===== src/aux_band_defs.svh =====
// Purpose: Addresses, field positions and reset values of the aux and band registers
// Assumes: Included by its bare name
// Notes: Definitions only
`ifndef AUX_BAND_DEFS_SVH
`define AUX_BAND_DEFS_SVH

`define AUX_CTRL_ADDR 8'h07
`define BAND_CTRL_ADDR 8'h08
`define AUX_RDBK_ADDR 8'hf7
`define BAND_RDBK_ADDR 8'hf8

`define REG_WIDTH 8

`define AUX_DC_METER_BIT 7
`define AUX_INSTAB_BIT 6
`define AUX_RF_DET_BIT 5
`define AUX_MEAS_SEL_BIT 4
`define AUX_GAIN_HI_BIT 3
`define AUX_GAIN_LO_BIT 2
`define AUX_PROBE_HI_BIT 1
`define AUX_PROBE_LO_BIT 0

`define BAND_LO_DIV_BIT 4
`define BAND_SEL_HI_BIT 1
`define BAND_SEL_LO_BIT 0
`define BAND_DEFINED_MASK 8'h13
`define BAND_RESERVED_MASK 8'hec

`define AUX_RESET_VAL 8'h00
`define BAND_RESET_VAL 8'h00

`define GAIN_6DB 2'h0
`define GAIN_12DB 2'h1
`define GAIN_18DB 2'h2
`define GAIN_24DB 2'h3

`define PROBE_Q_NEG 2'h0
`define PROBE_I_NEG 2'h1
`define PROBE_I_PAIR 2'h2
`define PROBE_Q_PAIR 2'h3

`define BAND_BELOW_500 2'h0
`define BAND_ABOVE_500 2'h1

`endif


===== src/aux_band_pkg.sv =====
// Purpose: Types shared by the aux and band register bank
// Assumes: Field positions in aux_band_defs.svh match these layouts
// Notes: Packed so a struct casts straight to a register byte
package aux_band_pkg;

   typedef struct packed {
      logic dc_offset_meter_power;
      logic instability_detector_power;
      logic rf_detector_power;
      logic measurement_output_select;
      logic instability_gain_sel_hi;
      logic instability_gain_sel_lo;
      logic offset_probe_sel_hi;
      logic offset_probe_sel_lo;
   } aux_ctrl_t;

   typedef struct packed {
      logic [2:0] rsvd_hi;
      logic lo_divider_select;
      logic [1:0] rsvd_lo;
      logic loop_band_sel_hi;
      logic loop_band_sel_lo;
   } band_ctrl_t;

   typedef struct packed {
      logic wr;
      logic rd;
      logic [7:0] addr;
      logic [7:0] wdata;
   } reg_req_t;

   typedef enum logic [1:0] {
      DEC_NONE,
      DEC_AUX,
      DEC_BAND,
      DEC_BAD
   } dec_sel_t;

endpackage


===== src/code_onehot.sv =====
// Purpose: Registered one-hot decode of a two-bit select code
// Assumes: Same clock and enable as the register bank
// Notes: Output is one cycle behind the code
`timescale 1ns/10ps
module code_onehot (
   input wire logic i_clk,
   input wire logic i_rst_n,
   input wire logic i_ce,
   input wire logic [1:0] i_code,
   output logic [3:0] o_onehot
);

   logic [3:0] onehot_ff;

   genvar g;
   generate
      for (g = 0; g < 4; g = g + 1) begin : gen_bit
         always_ff @(posedge i_clk) begin
            if (!i_rst_n) begin
               onehot_ff[g] <= (g == 0) ? 1'b1 : 1'b0;
            end else if (i_ce) begin
               onehot_ff[g] <= (i_code == 2'(g));
            end
         end
      end
   endgenerate

   assign o_onehot = onehot_ff;

endmodule


===== src/aux_band_regs.sv =====
// Purpose: Aux block and loop band control registers with readback copies
// Assumes: Requests come decoded from the serial control port on I_MCLK
// Notes: Readback answers one cycle after the read strobe
`timescale 1ns/10ps
`include "aux_band_defs.svh"
module aux_band_regs (
   input wire logic I_MCLK,
   input wire logic I_RST_N,
   input wire logic I_CE,
   input wire logic I_WR_STB,
   input wire logic I_RD_STB,
   input wire logic [7:0] I_ADDR,
   input wire logic [7:0] I_WDATA,
   output logic [7:0] O_RDATA,
   output logic O_RVALID,
   output logic O_ADDR_ERR,
   output logic O_RSVD_WRITE,
   output logic O_DC_OFFSET_METER_POWER,
   output logic O_INSTABILITY_DETECTOR_POWER,
   output logic O_RF_DETECTOR_POWER,
   output logic O_MEASUREMENT_OUTPUT_SELECT,
   output logic [1:0] O_INSTABILITY_GAIN_SEL,
   output logic [1:0] O_OFFSET_PROBE_SEL,
   output logic [3:0] O_INSTABILITY_GAIN_ONEHOT,
   output logic [3:0] O_OFFSET_PROBE_ONEHOT,
   output logic O_REF_SUPPLY_DEMAND,
   output logic O_LO_DIVIDER_SELECT,
   output logic [1:0] O_LOOP_BAND_SEL,
   output logic O_LOOP_BAND_INVALID
);

   aux_band_pkg::reg_req_t req;
   aux_band_pkg::aux_ctrl_t aux_ff;
   aux_band_pkg::aux_ctrl_t nxt_aux;
   aux_band_pkg::band_ctrl_t band_ff;
   aux_band_pkg::band_ctrl_t nxt_band;
   aux_band_pkg::dec_sel_t wr_sel;
   aux_band_pkg::dec_sel_t rd_sel;
   logic [7:0] rdata_ff;
   logic [7:0] nxt_rdata;
   logic rvalid_ff;
   logic addr_err_ff;
   logic nxt_addr_err;
   logic rsvd_write_ff;
   logic nxt_rsvd_write;
   logic ref_demand_ff;
   logic band_invalid_ff;
   logic nxt_band_invalid;
   logic wr_band_legal;
   logic nxt_ref_demand;
   logic [1:0] gain_code;
   logic [1:0] probe_code;
   logic [1:0] band_code;
   logic [3:0] gain_onehot;
   logic [3:0] probe_onehot;

   // Serial decoder runs on this clock, so no synchroniser here
   assign req.wr = I_WR_STB;
   assign req.rd = I_RD_STB;
   assign req.addr = I_ADDR;
   assign req.wdata = I_WDATA;

   // Write address decode; readback addresses are not writable
   always_comb begin
      wr_sel = aux_band_pkg::DEC_NONE;
      if (req.wr) begin
         case (req.addr)
            `AUX_CTRL_ADDR: begin
               wr_sel = aux_band_pkg::DEC_AUX;
            end
            `BAND_CTRL_ADDR: begin
               wr_sel = aux_band_pkg::DEC_BAND;
            end
            default: begin
               wr_sel = aux_band_pkg::DEC_BAD;
            end
         endcase
      end
   end

   // Read address decode; write addresses are not readable
   always_comb begin
      rd_sel = aux_band_pkg::DEC_NONE;
      if (req.rd) begin
         case (req.addr)
            `AUX_RDBK_ADDR: begin
               rd_sel = aux_band_pkg::DEC_AUX;
            end
            `BAND_RDBK_ADDR: begin
               rd_sel = aux_band_pkg::DEC_BAND;
            end
            default: begin
               rd_sel = aux_band_pkg::DEC_BAD;
            end
         endcase
      end
   end

   // Aux register next value; all eight bits are defined
   always_comb begin
      nxt_aux = aux_ff;
      if (wr_sel == aux_band_pkg::DEC_AUX) begin
         nxt_aux = aux_band_pkg::aux_ctrl_t'(req.wdata);
      end
   end

   // Only defined bits are kept, so reserved bits always read zero
   always_comb begin
      nxt_band = band_ff;
      if (wr_sel == aux_band_pkg::DEC_BAND) begin
         nxt_band = aux_band_pkg::band_ctrl_t'(req.wdata & `BAND_DEFINED_MASK);
      end
   end

   always_ff @(posedge I_MCLK) begin
      if (!I_RST_N) begin
         aux_ff <= aux_band_pkg::aux_ctrl_t'(`AUX_RESET_VAL);
      end else if (I_CE) begin
         aux_ff <= nxt_aux;
      end
   end

   always_ff @(posedge I_MCLK) begin
      if (!I_RST_N) begin
         band_ff <= aux_band_pkg::band_ctrl_t'(`BAND_RESET_VAL);
      end else if (I_CE) begin
         band_ff <= nxt_band;
      end
   end

   // Readback mux; a read in the write cycle sees the old value
   always_comb begin
      nxt_rdata = 8'h00;
      case (rd_sel)
         aux_band_pkg::DEC_AUX: begin
            nxt_rdata = aux_ff;
         end
         aux_band_pkg::DEC_BAND: begin
            nxt_rdata = band_ff;
         end
         aux_band_pkg::DEC_NONE: begin
            nxt_rdata = rdata_ff;
         end
         default: begin
            nxt_rdata = 8'h00;
         end
      endcase
   end

   always_ff @(posedge I_MCLK) begin
      if (!I_RST_N) begin
         rdata_ff <= 8'h00;
      end else if (I_CE) begin
         rdata_ff <= nxt_rdata;
      end
   end

   always_ff @(posedge I_MCLK) begin
      if (!I_RST_N) begin
         rvalid_ff <= 1'b0;
      end else if (I_CE) begin
         rvalid_ff <= req.rd;
      end
   end

   // Unmapped read or write answers with a one-cycle error pulse
   always_comb begin
      nxt_addr_err = 1'b0;
      if (wr_sel == aux_band_pkg::DEC_BAD) begin
         nxt_addr_err = 1'b1;
      end
      if (rd_sel == aux_band_pkg::DEC_BAD) begin
         nxt_addr_err = 1'b1;
      end
   end

   always_ff @(posedge I_MCLK) begin
      if (!I_RST_N) begin
         addr_err_ff <= 1'b0;
      end else if (I_CE) begin
         addr_err_ff <= nxt_addr_err;
      end
   end

   // Only two band codes are named; the others are reserved
   always_comb begin
      wr_band_legal = 1'b0;
      case (req.wdata[`BAND_SEL_HI_BIT:`BAND_SEL_LO_BIT])
         `BAND_BELOW_500: begin
            wr_band_legal = 1'b1;
         end
         `BAND_ABOVE_500: begin
            wr_band_legal = 1'b1;
         end
         default: begin
            wr_band_legal = 1'b0;
         end
      endcase
   end

   // Host misuse is flagged, not trapped: bits are dropped, codes stored
   always_comb begin
      nxt_rsvd_write = 1'b0;
      if (wr_sel == aux_band_pkg::DEC_BAND) begin
         if ((req.wdata & `BAND_RESERVED_MASK) != 8'h00) begin
            nxt_rsvd_write = 1'b1;
         end
         if (!wr_band_legal) begin
            nxt_rsvd_write = 1'b1;
         end
      end
   end

   always_ff @(posedge I_MCLK) begin
      if (!I_RST_N) begin
         rsvd_write_ff <= 1'b0;
      end else if (I_CE) begin
         rsvd_write_ff <= nxt_rsvd_write;
      end
   end

   // Judged on the stored code, so the flag tracks the register
   always_comb begin
      nxt_band_invalid = 1'b1;
      case ({nxt_band.loop_band_sel_hi, nxt_band.loop_band_sel_lo})
         `BAND_BELOW_500: begin
            nxt_band_invalid = 1'b0;
         end
         `BAND_ABOVE_500: begin
            nxt_band_invalid = 1'b0;
         end
         default: begin
            nxt_band_invalid = 1'b1;
         end
      endcase
   end

   // Reserved band codes are stored and driven out as written; they raise the invalid flag and the reserved-write pulse
   always_ff @(posedge I_MCLK) begin
      if (!I_RST_N) begin
         band_invalid_ff <= 1'b0;
      end else if (I_CE) begin
         band_invalid_ff <= nxt_band_invalid;
      end
   end

   // Reference supply is drawn while either measuring block is on
   always_comb begin
      nxt_ref_demand = 1'b0;
      if (nxt_aux.dc_offset_meter_power || nxt_aux.rf_detector_power) begin
         nxt_ref_demand = 1'b1;
      end
   end

   // Taken from the next value so it moves with the register
   always_ff @(posedge I_MCLK) begin
      if (!I_RST_N) begin
         ref_demand_ff <= 1'b0;
      end else if (I_CE) begin
         ref_demand_ff <= nxt_ref_demand;
      end
   end

   assign gain_code = {aux_ff.instability_gain_sel_hi, aux_ff.instability_gain_sel_lo};
   assign probe_code = {aux_ff.offset_probe_sel_hi, aux_ff.offset_probe_sel_lo};
   assign band_code = {band_ff.loop_band_sel_hi, band_ff.loop_band_sel_lo};

   // Gain steps 6, 12, 18, 24dB on one-hot lines
   code_onehot u_gain_dec (
      .i_clk(I_MCLK),
      .i_rst_n(I_RST_N),
      .i_ce(I_CE),
      .i_code(gain_code),
      .o_onehot(gain_onehot)
   );

   // Q-neg, I-neg, I pair, Q pair on one-hot lines
   code_onehot u_probe_dec (
      .i_clk(I_MCLK),
      .i_rst_n(I_RST_N),
      .i_ce(I_CE),
      .i_code(probe_code),
      .o_onehot(probe_onehot)
   );

   // Direct field outputs come straight from the register flops
   assign O_DC_OFFSET_METER_POWER = aux_ff.dc_offset_meter_power;
   assign O_INSTABILITY_DETECTOR_POWER = aux_ff.instability_detector_power;
   assign O_RF_DETECTOR_POWER = aux_ff.rf_detector_power;
   assign O_MEASUREMENT_OUTPUT_SELECT = aux_ff.measurement_output_select;
   assign O_INSTABILITY_GAIN_SEL = gain_code;
   assign O_OFFSET_PROBE_SEL = probe_code;
   assign O_INSTABILITY_GAIN_ONEHOT = gain_onehot;
   assign O_OFFSET_PROBE_ONEHOT = probe_onehot;
   assign O_LO_DIVIDER_SELECT = band_ff.lo_divider_select;
   assign O_LOOP_BAND_SEL = band_code;
   assign O_LOOP_BAND_INVALID = band_invalid_ff;
   assign O_REF_SUPPLY_DEMAND = ref_demand_ff;
   assign O_RDATA = rdata_ff;
   assign O_RVALID = rvalid_ff;
   assign O_ADDR_ERR = addr_err_ff;
   assign O_RSVD_WRITE = rsvd_write_ff;

endmodule


===== config.mk =====
export PLATFORM = sky130hd
export DESIGN_NAME = aux_band_regs
export DESIGN_NICKNAME = d
export VERILOG_FILES = /design/src/aux_band_pkg.sv /design/src/code_onehot.sv /design/src/aux_band_regs.sv
export VERILOG_INCLUDE_DIRS = /design/src
export SDC_FILE = /design/constraint.sdc
export NUM_CORES = 1
export LEC_CHECK = 0
export BUFFER_PORTS_ARGS = -buffer_cell sky130_fd_sc_hd__buf_4
export CAP_MARGIN = 20
export CELL_PAD_IN_SITES_DETAIL_PLACEMENT = 1
export CELL_PAD_IN_SITES_GLOBAL_PLACEMENT = 1
export CORE_AREA = 2 2 65 67
export DETAILED_ROUTE_END_ITERATION = 6
export DIE_AREA = 0 0 67 69
export PLACE_DENSITY = 0.82
export SLEW_MARGIN = 20
export SYNTH_ARGS = -nofsm -noshare
export SYNTH_HDL_FRONTEND = slang
export SYNTH_SLANG_ARGS = --single-unit

===== constraint.sdc =====
create_clock -name I_MCLK -period 4.14 [get_ports I_MCLK]
set_input_delay 0.828 -clock I_MCLK [delete_from_list [all_inputs] [get_ports I_MCLK]]
set_output_delay 0.828 -clock I_MCLK [all_outputs]
set_load 0.02 [all_outputs]

==> flow_metrics.tcl <==
set metrics [dict create \
    initial_core_util 0.357 \
    dr_wl_met3_um 174 \
    top_layer_used "met4" \
    clock_latency_ns 0.29 \
    dr_wl_met2_um 1850 \
    post_cts_resized 0 \
    synth_xor_area_frac 0 \
    core_sq_um 3910 \
    areaGrowthSynthToFinish_pct 35.7 \
    post-route-drc-count 0 \
    setup.worst_path.class "in2reg" \
    pin_count 53 \
    die-area_sq_um 4620 \
    grt_first_pass_wirelength_um 6110 \
    port_buffers 52 \
    arrival_ns 2.66 \
    ys_warn_count 0 \
    seq_area_frac_synth 0.444 \
    cts_tree "yes" \
    pwr-share-seq 0.488 \
    p_leak_nw 0.762 \
    viasPerCell 5.12 \
    routed_wl_um 3760 \
    drv_slew 0 \
    hpwl_um 2740 \
    holdPathStages 2 \
    crit_required_ns 4.32 \
    clock_path_buffers 2 \
    drt_iter0_markers 51 \
    ys.flop_type "dfxtp_1" \
    fin_nets 232 \
    reg2reg_slack_ns 3.14 \
    stdcell_count 259 \
    ys_types 34 \
    hold_class "reg2reg" \
    period_minus_slack_ns 2.49 \
    syn_area_sq_um 1400 \
    h-tree-depth 2 \
    holdPathEnd "O_RDATA[3]$_SDFFE_PN0P_" \
    die-height_um 69 \
    synth.most_common_cell "dfxtp_1" \
    root_buffer "clkbuf_8" \
    syn_avg_cell_area_sq_um 8.74 \
    skew_ns 0.00527 \
    path_max_fanout 8 \
    num_vias 1325 \
    reg2reg_from "O_OFFSET_PROBE_SEL[0]$_SDFFE_PN0P_" \
    grt-ovfl-total 0 \
    dr.pass1.iters 4 \
    place_inst 251 \
    setup_viol 0 \
    synth-simple-area-share 0.263 \
    powerDensity_nw_per_um2 325 \
    status "complete, no violations" \
    track_usage 0.175 \
    grt_max_degree 42 \
    fillers 493 \
    num_antenna_cells 0 \
    synth_edf_count 0 \
    drive_gt1_frac 0.330 \
    synth_mux_area_frac 0.00716 \
    clockPowerShare 0.422 \
    fmax_ghz 0.402 \
    reg2regPathDepth 4 \
    swShare 0.230 \
    ir_worst_vdd_uv 211 \
    cp-end-kind "flop" \
    combPwrFrac 0.090 \
    fin_tns_setup_ns 0 \
    die_w_um 67 \
    cts-hold-fix-buffers 0 \
    synth_fa_ha_area_frac 0.0268 \
    maxSlewHeadroom 0.728 \
    synth-compound-area-share 0.213 \
    fin_crit_sh 0.601 \
    netlist_top_cells_count "31 x dfxtp_1, 23 x nand2_1, 20 x nand3_1" \
    synth_top_family_by_area "simple AND/OR/NAND/NOR gates" \
    p_int_mw 0.475 \
    fin_hold_ws_ns 0.460 \
    synth.area.top_cells "dfxtp_1 44%, nand3_1 7.2%, nand2_1 6.2%" \
    place_congestion 0.717 \
    synth_top_area_share 0.444 \
    routedWlPerCell_um 14.5 \
    reg2reg_to "O_RDATA[0]$_SDFFE_PN0P_" \
    drtAntennaViolNets 0 \
    p_sw_mw 0.142 \
    cts_setup_buffers 0 \
    syn_inst 160 \
    rsz0062_at_grt "false" \
    drt-met1-wl_um 1690 \
    min-delay-start "O_RDATA[3]$_SDFFE_PN0P_" \
    critPathLaunchType "input pin" \
    grt_pass1_vias 1261 \
    drv_cap 0 \
    syn-num-nets 184 \
    hold_viol_final 0 \
    clk_pin_slew_ns 0.06 \
    ys_seq_elements 31 \
    cts_buffers 5 \
    tightest_slew_ns 0.405 \
    yosysTopAreaCell "dfxtp_1" \
    synth-async-reset-ratio 0 \
    cts_sinks 31 \
    antenna_found_initial 0 \
    placementRows 23 \
    fin_util 0.485 \
]
state kept, by name (all words and copies together) (netlist names), named ones only:
name	flops
u_gain_dec.o_onehot	4
O_MEASUREMENT_OUTPUT_SELECT	1
O_RSVD_WRITE	1
O_DC_OFFSET_METER_POWER	1
O_OFFSET_PROBE_SEL	2
O_RF_DETECTOR_POWER	1
O_INSTABILITY_DETECTOR_POWER	1
u_probe_dec.o_onehot	4
O_INSTABILITY_GAIN_SEL	2
O_RVALID	1
O_RDATA	8
O_ADDR_ERR	1
O_LO_DIVIDER_SELECT	1
O_REF_SUPPLY_DEMAND	1
per-layer routing:
| metal | global-route usage | vias up |
|---|---|---|
| li1 | - | 667 |
| met2 | 0.273 | 27 |
| met5 | 0 | - |
| met4 | 0.0612 | 0 |
| met3 | 0.0669 | 4 |
| met1 | 0.218 | 627 |
through the flow:
stage	worst slack [ns]	power (mW)	area [sq um]
detailed placement	1.40	0.363	1800
floorplan	1.66	0.335	1400
global placement	1.52	0.362	1800
finish	1.65	0.617	1900
global route	1.61	0.649	1900
CTS	1.70	0.625	1900
kinds of logic after synthesis:
family / Yosys count
and+or+nand+nor: 66
adders and majority gates: 3
AOI/OAI and AO/OA: 45
buffers and inverters: 14
DFF: 31
muxes: 1
worst max path at each step:
stage               slack, ns      start  cells past startpoint                 endpoint
finish                   1.65  I_ADDR[1]                      9  O_RDATA[4]$_SDFFE_PN0P_
global route             1.61  I_ADDR[1]                      9  O_RDATA[0]$_SDFFE_PN0P_
CTS                      1.70  I_ADDR[1]                      9  O_RDATA[4]$_SDFFE_PN0P_
detailed placement       1.40  I_ADDR[1]                      9  O_RDATA[4]$_SDFFE_PN0P_
global placement         1.52  I_ADDR[1]                      9  O_RDATA[0]$_SDFFE_PN0P_
floorplan                1.66  I_ADDR[1]                      9  O_RDATA[1]$_SDFFE_PN0P_
final cells by class:
| cell class | instances | area, sq um | share of cell area |
|---|---|---|---|
| Multi-Input combinational cell | 115 | 713 | 0.376 |
| Sequential cell | 31 | 621 | 0.327 |
| Timing Repair Buffer | 52 | 390 | 0.206 |
| Clock buffer | 8 | 100 | 0.0527 |
| Tap cell | 50 | 62.6 | 0.0330 |
| Inverter | 3 | 11.3 | 0.00593 |
critical path, stage by stage:
cell and delay [ns]:
buf_4 0.12, or4b_1 0.50, o21ai_0 0.26, inv_1 0.11, ha_1 0.31, a22oi_1 0.25
nor3_1 0.09, a21oi_1 0.13, nor2b_1 0.06
power by group through the flow:
stage	sequential, mW	combinational [mW]	clock, mW
2_1_floorplan	0.310	0.0252	0
3_3_place_gp	0.308	0.0540	0
3_5_place_dp	0.308	0.0552	0
5_1_grt	0.301	0.0608	0.287
6_report	0.301	0.0557	0.260
4_1_cts	0.301	0.0555	0.269
cell usage in the layout (no fill, tap or decap), types with 2 or more instances in the layout:
| master | n |
|---|---|
| a21boi_0 | 10 |
| a21oi_1 | 8 |
| a22oi_1 | 3 |
| buf_4 | 52 |
| clkbuf_8 | 7 |
| dfxtp_1 | 31 |
| ha_1 | 3 |
| inv_1 | 2 |
| nand2_1 | 23 |
| nand3_1 | 20 |
| nand3b_1 | 2 |
| nand4_1 | 2 |
| nor2_1 | 2 |
| nor2b_1 | 6 |
| nor3_1 | 3 |
| o21ai_0 | 12 |
| o21ai_2 | 8 |
Note: power is estimated with default switching activity, not from simulation.
